[src/pkg/bridge_cfg_defs.svh]
// offsets, field positions, reset values and codes of the primary status and class block
`ifndef BRIDGE_CFG_DEFS_SVH
`define BRIDGE_CFG_DEFS_SVH

`define CFG_OFF_STATUS        8'h04
`define CFG_OFF_CLASS         8'h08
`define CFG_OFF_LINE          8'h0C
`define CFG_DWORD_MASK        8'hFC

`define STS_RSVD_LO_BITS      4'h0
`define STS_EXT_CAP_BIT       20
`define STS_SPEED_BIT         21
`define STS_RSVD_22_BIT       22
`define STS_FAST_B2B_BIT      23
`define STS_MASTER_PAR_BIT    24
`define STS_DECODE_LO_BIT     25
`define STS_DECODE_HI_BIT     26
`define STS_FLAG_HI_LSB       27
`define STS_FLAG_HI_MSB       31

`define STS_EXT_CAP_VAL       1'h1
`define STS_FAST_B2B_VAL      1'h1
`define STS_RSVD_22_VAL       1'h0
`define STS_DECODE_VAL        2'h1

`define FLAG_COUNT            6
`define FLAG_MASTER_PAR       0
`define FLAG_SIG_TGT_ABORT    1
`define FLAG_RCV_TGT_ABORT    2
`define FLAG_RCV_MST_ABORT    3
`define FLAG_SIG_SYS_ERR      4
`define FLAG_DET_PAR_ERR      5
`define FLAG_RESET_VAL        6'h00

`define PROG_IF_CODE          8'h00
`define SUBCLASS_CODE         8'h04
`define BASE_CLASS_CODE       8'h06
`define REVISION_DEFAULT      8'h01

`define LINE_RESET_VAL        8'h00
`define LINE_MAX_WORDS        8'h10
`define LINE_EFF_MAX          5'h10

`define LANE_0                0
`define LANE_2                2
`define LANE_3                3
`define DATA_ZERO             32'h0000_0000
`define SYNC_RESET_VAL        2'h0

`endif

[src/pkg/bridge_cfg_pkg.sv]
// types shared by the primary status and class block
package bridge_cfg_pkg;

	typedef enum logic [1:0] {
		ACC_IDLE   = 2'b01,
		ACC_ANSWER = 2'b10
	} acc_state_t;

	typedef logic [31:0] cfg_word_t;

endpackage : bridge_cfg_pkg

[src/pkg/flag_if.sv]
// carrier between the register decoder and the sticky flag bank
interface flag_if #(
	parameter int N = 6
);
	logic [N-1:0] set;
	logic [N-1:0] clear;
	logic [N-1:0] flags;

	modport bank (input set, input clear, output flags);
	modport user (output set, output clear, input flags);
endinterface : flag_if

[src/core/status_flag_bank.sv]
// sticky write-one-to-clear status flags
`include "bridge_cfg_defs.svh"

module status_flag_bank
	import bridge_cfg_pkg::*;
#(
	parameter int N = `FLAG_COUNT
) (
	input  wire logic clk,
	input  wire logic rst_n,
	flag_if.bank      fl
);

	genvar i;
	generate
		for (i = 0; i < N; i++) begin : g_flag
			logic flag;
			wire  next_flag = fl.set[i] | (flag & ~fl.clear[i]);
			always_ff @(posedge clk or negedge rst_n) begin
				if (!rst_n) begin
					flag <= 1'b0;
				end else begin
					flag <= next_flag;
				end
			end
			assign fl.flags[i] = flag;
		end
	endgenerate

endmodule : status_flag_bank

[src/core/bridge_primary_status_and_class_regs.sv]
// primary status upper half, class code bytes and line length register
// Overview of operation
// - status bits 19:16 and 22 read zero
// - status bit 20 always reads one
// - status bit 21 follows the speed strap
// - status bit 23 always reads one
// - bit 24 set on master parity error, enabled
// - status bits 26:25 read 01b
// - bit 27 set on signaled target abort
// - bit 28 set on received target abort
// - bit 29 set on received master abort
// - bit 30 set when system error driven
// - bit 31 set on detected parity error, not on the parity pin
// - revision byte fixed, writes ignored
// - programming interface byte reads zero
// - subclass byte reads 0x04
// - base class byte reads 0x06
// - line length byte writable, resets zero
// - bad or oversize line length means 16
// - parity response gates parity pin and flag
`include "bridge_cfg_defs.svh"

module bridge_primary_status_and_class_regs
	import bridge_cfg_pkg::*;
#(
	parameter logic [7:0] REVISION = `REVISION_DEFAULT // arbitrary value
) (
	input  wire logic        sys_clk,
	input  wire logic        rst_n,
	input  wire logic        cfg_req,
	input  wire logic        cfg_write,
	input  wire logic [7:0]  cfg_addr,
	input  wire logic [3:0]  primary_cmd_byte_enables_n,
	input  wire logic [31:0] cfg_wdata,
	output logic             cfg_ack,
	output logic [31:0]      cfg_rdata,
	input  wire logic        speed_strap_pin,
	input  wire logic        parity_resp_enable,
	input  wire logic        master_active,
	input  wire logic        parity_err_detected,
	input  wire logic        target_abort_signaled,
	input  wire logic        target_abort_received,
	input  wire logic        master_abort_received,
	input  wire logic        system_error_driven,
	input  wire logic        perr_drive_req,
	input  wire logic        primary_parity_error_pin_n_in,
	output logic             primary_parity_error_pin_n_out,
	output logic             primary_parity_error_pin_oe,
	output logic [4:0]       line_words_eff
);

	// reset release through two flops
	logic [1:0] rst_sync;
	logic       rst_core_n;

	always_ff @(posedge sys_clk or negedge rst_n) begin
		if (!rst_n) begin
			rst_sync <= `SYNC_RESET_VAL;
		end else begin
			rst_sync <= {rst_sync[0], 1'b1};
		end
	end

	assign rst_core_n = rst_sync[1];

	// access handshake
	acc_state_t state;
	acc_state_t next_state;
	wire        take_req = (state == ACC_IDLE) & cfg_req;

	always_comb begin
		case (state)
			ACC_IDLE:   next_state = cfg_req ? ACC_ANSWER : ACC_IDLE;
			ACC_ANSWER: next_state = ACC_IDLE;
			default:    next_state = ACC_IDLE;
		endcase
	end

	always_ff @(posedge sys_clk or negedge rst_core_n) begin
		if (!rst_core_n) begin
			state <= ACC_IDLE;
		end else begin
			state <= next_state;
		end
	end

	// address decode
	wire [7:0] dword_addr = cfg_addr & `CFG_DWORD_MASK;
	wire       hit_status = dword_addr == `CFG_OFF_STATUS;
	wire       hit_class  = dword_addr == `CFG_OFF_CLASS;
	wire       hit_line   = dword_addr == `CFG_OFF_LINE;
	wire       wr_take    = take_req & cfg_write;
	wire       wr_status3 = wr_take & hit_status & ~primary_cmd_byte_enables_n[`LANE_3];
	wire       wr_line0   = wr_take & hit_line & ~primary_cmd_byte_enables_n[`LANE_0];

	// speed strap level
	logic speed_strap;

	always_ff @(posedge sys_clk or negedge rst_core_n) begin
		if (!rst_core_n) begin
			speed_strap <= 1'b0;
		end else begin
			speed_strap <= speed_strap_pin;
		end
	end

	// sticky flags
	flag_if #(.N(`FLAG_COUNT)) flg ();

	wire perr_pin_seen = ~primary_parity_error_pin_n_in;
	wire master_par_ev = master_active & (perr_pin_seen | parity_err_detected)
			& parity_resp_enable;

	assign flg.set[`FLAG_MASTER_PAR]    = master_par_ev;
	assign flg.set[`FLAG_SIG_TGT_ABORT] = target_abort_signaled;
	assign flg.set[`FLAG_RCV_TGT_ABORT] = target_abort_received;
	assign flg.set[`FLAG_RCV_MST_ABORT] = master_abort_received;
	assign flg.set[`FLAG_SIG_SYS_ERR]   = system_error_driven;
	assign flg.set[`FLAG_DET_PAR_ERR]   = parity_err_detected;

	// write one clears, byte lane 3 only
	assign flg.clear = {`FLAG_COUNT{wr_status3}}
			& {cfg_wdata[`STS_FLAG_HI_MSB:`STS_FLAG_HI_LSB],
			   cfg_wdata[`STS_MASTER_PAR_BIT]};

	status_flag_bank #(
		.N (`FLAG_COUNT)
	) u_flags (
		.clk   (sys_clk),
		.rst_n (rst_core_n),
		.fl    (flg.bank)
	);

	// line length register
	logic [7:0] line_length_words;

	always_ff @(posedge sys_clk or negedge rst_core_n) begin
		if (!rst_core_n) begin
			line_length_words <= `LINE_RESET_VAL;
		end else if (wr_line0) begin
			line_length_words <= cfg_wdata[7:0];
		end
	end

	wire line_pow2   = (line_length_words != 8'h00)
			& ((line_length_words & (line_length_words - 8'h01)) == 8'h00);
	wire line_usable = line_pow2 & (line_length_words <= `LINE_MAX_WORDS);
	wire [4:0] next_line_eff = line_usable ? line_length_words[4:0] : `LINE_EFF_MAX;

	always_ff @(posedge sys_clk or negedge rst_core_n) begin
		if (!rst_core_n) begin
			line_words_eff <= `LINE_EFF_MAX;
		end else begin
			line_words_eff <= next_line_eff;
		end
	end

	// parity error pin drive, gated by response enable
	always_ff @(posedge sys_clk or negedge rst_core_n) begin
		if (!rst_core_n) begin
			primary_parity_error_pin_n_out <= 1'b1;
			primary_parity_error_pin_oe    <= 1'b0;
		end else begin
			primary_parity_error_pin_n_out <= ~(perr_drive_req & parity_resp_enable);
			primary_parity_error_pin_oe    <= perr_drive_req & parity_resp_enable;
		end
	end

	// read data assembly
	wire [5:0] fl = flg.flags;

	// flag bits by position
	wire flag_det_par  = fl[`FLAG_DET_PAR_ERR];
	wire flag_sys_err  = fl[`FLAG_SIG_SYS_ERR];
	wire flag_rcv_mst  = fl[`FLAG_RCV_MST_ABORT];
	wire flag_rcv_tgt  = fl[`FLAG_RCV_TGT_ABORT];
	wire flag_sig_tgt  = fl[`FLAG_SIG_TGT_ABORT];
	wire flag_mst_par  = fl[`FLAG_MASTER_PAR];

	wire [31:0] status_word = {
		flag_det_par,
		flag_sys_err,
		flag_rcv_mst,
		flag_rcv_tgt,
		flag_sig_tgt,
		`STS_DECODE_VAL,
		flag_mst_par,
		`STS_FAST_B2B_VAL,
		`STS_RSVD_22_VAL,
		speed_strap,
		`STS_EXT_CAP_VAL,
		`STS_RSVD_LO_BITS,
		16'h0000
	};

	wire [31:0] class_word = {
		`BASE_CLASS_CODE,
		`SUBCLASS_CODE,
		`PROG_IF_CODE,
		REVISION
	};
	wire [31:0] line_word  = {24'h000000, line_length_words};

	wire [31:0] read_word = hit_status ? status_word :
			hit_class ? class_word :
			hit_line ? line_word : `DATA_ZERO;

	// byte lanes not enabled read zero
	wire [31:0] lane_mask;

	genvar b;
	generate
		for (b = 0; b < 4; b++) begin : g_lane
			assign lane_mask[b*8 +: 8] = {8{~primary_cmd_byte_enables_n[b]}};
		end
	endgenerate

	wire        rd_take    = take_req & ~cfg_write;
	wire [31:0] next_rdata = rd_take ? (read_word & lane_mask) : `DATA_ZERO;

	always_ff @(posedge sys_clk or negedge rst_core_n) begin
		if (!rst_core_n) begin
			cfg_ack   <= 1'b0;
			cfg_rdata <= `DATA_ZERO;
		end else begin
			cfg_ack   <= take_req;
			cfg_rdata <= next_rdata;
		end
	end

endmodule : bridge_primary_status_and_class_regs

[config.mk]
export PLATFORM = sky130hd
export DESIGN_NAME = bridge_primary_status_and_class_regs
export DESIGN_NICKNAME = d
export VERILOG_FILES = /design/src/pkg/bridge_cfg_pkg.sv /design/src/pkg/flag_if.sv /design/src/core/status_flag_bank.sv /design/src/core/bridge_primary_status_and_class_regs.sv
export VERILOG_INCLUDE_DIRS = /design/src /design/src/pkg
export SDC_FILE = /design/constraint.sdc
export NUM_CORES = 1
export LEC_CHECK = 0
export BUFFER_PORTS_ARGS = -buffer_cell sky130_fd_sc_hd__clkbuf_2
export CORE_UTILIZATION = 40
export DETAILED_ROUTE_END_ITERATION = 12
export PLACE_DENSITY_LB_ADDON = 0.05
export SLEW_MARGIN = 10
export SYNTH_ARGS = -nofsm -noshare
export SYNTH_HDL_FRONTEND = slang
export SYNTH_SLANG_ARGS = --single-unit
[constraint.sdc]
create_clock -name sys_clk -period 1.9 [get_ports sys_clk]
set_input_delay 0.095 -clock sys_clk [delete_from_list [all_inputs] [get_ports sys_clk]]
set_output_delay 0.095 -clock sys_clk [all_outputs]
set_load 0.1 [all_outputs]
==> metrics <==
total core area a little over 4000 um2; CTS resizes 0; cell depth of the worst flop-to-flop path 4; Hold Path Class input pin to flip-flop; reg2reg start cfg_ack$_DFF_PN0_; max_slew headroom 0.6339; Syn Inst Count 136; Clock Pin Slew Worst Setup and Hold Paths around 0.08 ns; Design Power approximately 2000 uW; critical path class flip-flop to flip-flop; worst flop-to-flop path endpoint line_length_words[1]$_DFFE_PN0P_; largest net degree at the start of global routing 26; Pwr per Cell Area between 800 and 900 nW/um2; post-synthesis register bit count 45; root buf cell clkbuf_8; Clock Latency Late Sink 0.29 ns; Placed Cells 252; postcts setup bufs 0; CTS buffer count 5; CP endpoint kind flip-flop; Vias/cell 4.691; H-tree levels 2; WHS 0.02461 ns; status finished clean; I/O Buffers 64; startpoint types flip-flop; Area Growth Syn to Fin 29.20%; Critical Path RT approximately 2.1 ns; post-place setup slack about 0.13 ns; DRC viols 0; chip height about 70 um; CP startpoint cfg_ack$_DFF_PN0_; worst-path fanout max 8; cell taking the most area after synthesis dfrtp_1; hpwl dp 2613 um; setup ws final 0.2863 ns; leakage power total 0.001186 uW; 1st-iter DRT viols 44; Synth cell types 30; peak supply drop approximately 0.00056 V; WP data arrival around 1.8 ns; EDFF count, synth 0; Max Clock Skew about 0.007 ns; Synth async-reset ratio 1.000; via count roughly 1200; WHS Path Cells 3; Die Wd roughly 70 um; fin cells roughly 270; I/O pins approximately 100; antenna violations before repair 0; Clock Path Buffers 2; worst-margin pin slew 0.5515 ns; Sink Count 45; post-DR wirelength/cell 12.67 um; # diodes 0; Yosys Warn Count 0; max-slew violations 0; nets roughly 270; Yosys top cell area share 0.5911; Mapped Avg Cell Area 13.07 um2; Top FF cell, synth dfrtp_1; row cnt 23; post-route clock period utilization 0.8493; Max Cap Viol 0; Max Fclk between 600 and 700 MHz; hold_sp parity_resp_enable; final wirelength between 3000 and 4000 um; GRT overflow 0; Final Critical Period 1.614 ns; Hold EP primary_parity_error_pin_oe$_DFF_PN0_; routability congestion estimate 0.7530; drt pass-1 iters 4; R2R Setup Slk 0.29 ns; synthesized cell area ~1800 um2; CTS Hold Bufs 5; post-route ant nets 0; Setup-failing EPs final 0; first-pass GRT wire length 5368 um; total track usage 0.1623; synth top area cells dfrtp_1, buf_4, mux2_2; register area share after synthesis 0.6355; vias in the first global route 1186; Multi-input gate area between 500 and 600 um2; die footprint approximately 4700 um2; fin util 0.5543; CTS tree yes; fillers 379; effective utilization at floorplan 0.4290; final hold vios 0; Reg area 1135 um2; layout cells sized above 1 0.4326; RSZ-0062 raised after global routing false
logic make-up (layout without fill, tap and decap cells):
logic type / Yosys count / in the layout / share of synthesized area
buf+inv: 21 / 89 / 0.07600
simple gates: 48 / 48 / 0.1745
mux: 8 / 8 / 0.05067
compound gates: 12 / 12 / 0.05912
flops: 45 / 45 / 0.6355
other cells: 2 / 13 / 0.004224
cell usage after synthesis (2+ instances only):
cell type  instances
and2_1            14
buf_4             13
conb_1             2
dfrtp_1           42
dfstp_2            3
inv_1              6
mux2_2             8
nand2_1            6
nand2b_1           4
nand3b_1           6
nor2_1             3
nor3_1             2
nor4_1             5
o32a_1             5
or3_1              2
report_power, final:
group	total [uW]	internal (uW)	switching [uW]	leakage (uW)
logic	305	67.0	238	0.000556
clock network	692	390	302	0.0000552
registers	1000	983	21.0	0.000574
sequential cells by signal, indices dropped and copies added (netlist names):
name,count
cfg_ack,1
cfg_rdata,19
line_length_words,8
line_words_eff,5
primary_parity_error_pin_n_out,1
primary_parity_error_pin_oe,1
rst_sync,2
speed_strap,1
state,1
u_flags.g_flag.flag,6
worst max-delay path: stages, from the launching register on:
cell and delay, ns:
dfrtp_4 0.47, nand3b_1 0.21, nor4_4 0.26, buf_4 0.21, mux2_2 0.35
cell type report:
cell class | count | area share
repair buffers | 75 | 0.1808
clock buffers | 6 | 0.03159
clock inverters | 2 | 0.01525
inverters | 6 | 0.009804
well taps | 50 | 0.02723
flip-flops and latches | 45 | 0.4940
multi-input cells | 81 | 0.2413
per-layer routing:
metal	global-route usage	part of all wire	vias up
met1	0.1934	0.42	594
met5	0	0	-
met4	0.07031	0.017	0
li1	-	-	600
met3	0.05428	0.065	6
met2	0.2659	0.50	43
stage by stage:
step / setup TNS, ns / instance area, um2
global placement: 0 / 2140
global route: 0 / 2297
finish: 0 / 2297
floorplan: -0.7052 / 1823
CTS: 0 / 2297
detailed placement: 0 / 2140
worst max path at each step:
stage / endpoint / slack, ns / depth (start not counted)
5_1_grt: line_length_words[7]$_DFFE_PN0P_ / 0.22 / 4
6_report: line_length_words[1]$_DFFE_PN0P_ / 0.29 / 4
3_5_place_dp: u_flags.g_flag[1].flag$_DFF_PN0_ / 0.13 / 4
2_1_floorplan: line_length_words[0]$_DFFE_PN0P_ / -0.09 / 3
4_1_cts: line_length_words[1]$_DFFE_PN0P_ / 0.27 / 4
3_3_place_gp: u_flags.g_flag[3].flag$_DFF_PN0_ / 0.14 / 4
cell usage in the layout (no fill, tap or decap), drive strengths merged:
master       netlist  routed
clkbuf             1      70
dfrtp             42      42
and2              14      14
conb               2      13
mux2               8       8
nand3b             6       6
inv                6       6
nand2              6       6
buf               14       6
nor4               6       6
o32a               5       5
dlygate4sd3        0       5
nand2b             4       4
nor2               3       3
dfstp              3       3
nor3               2       2
or3                2       2
or4                2       2
nand4bb            1       1
or3b               1       1
a21oi              1       1
a2111oi            1       1
nand3              1       1
o21a               1       1
a311o              1       1
a21o               1       1
o211ai             1       1
o41ai              1       1
clkinv             0       1
bufinv             0       1
Power figures use the tool's default switching activity.
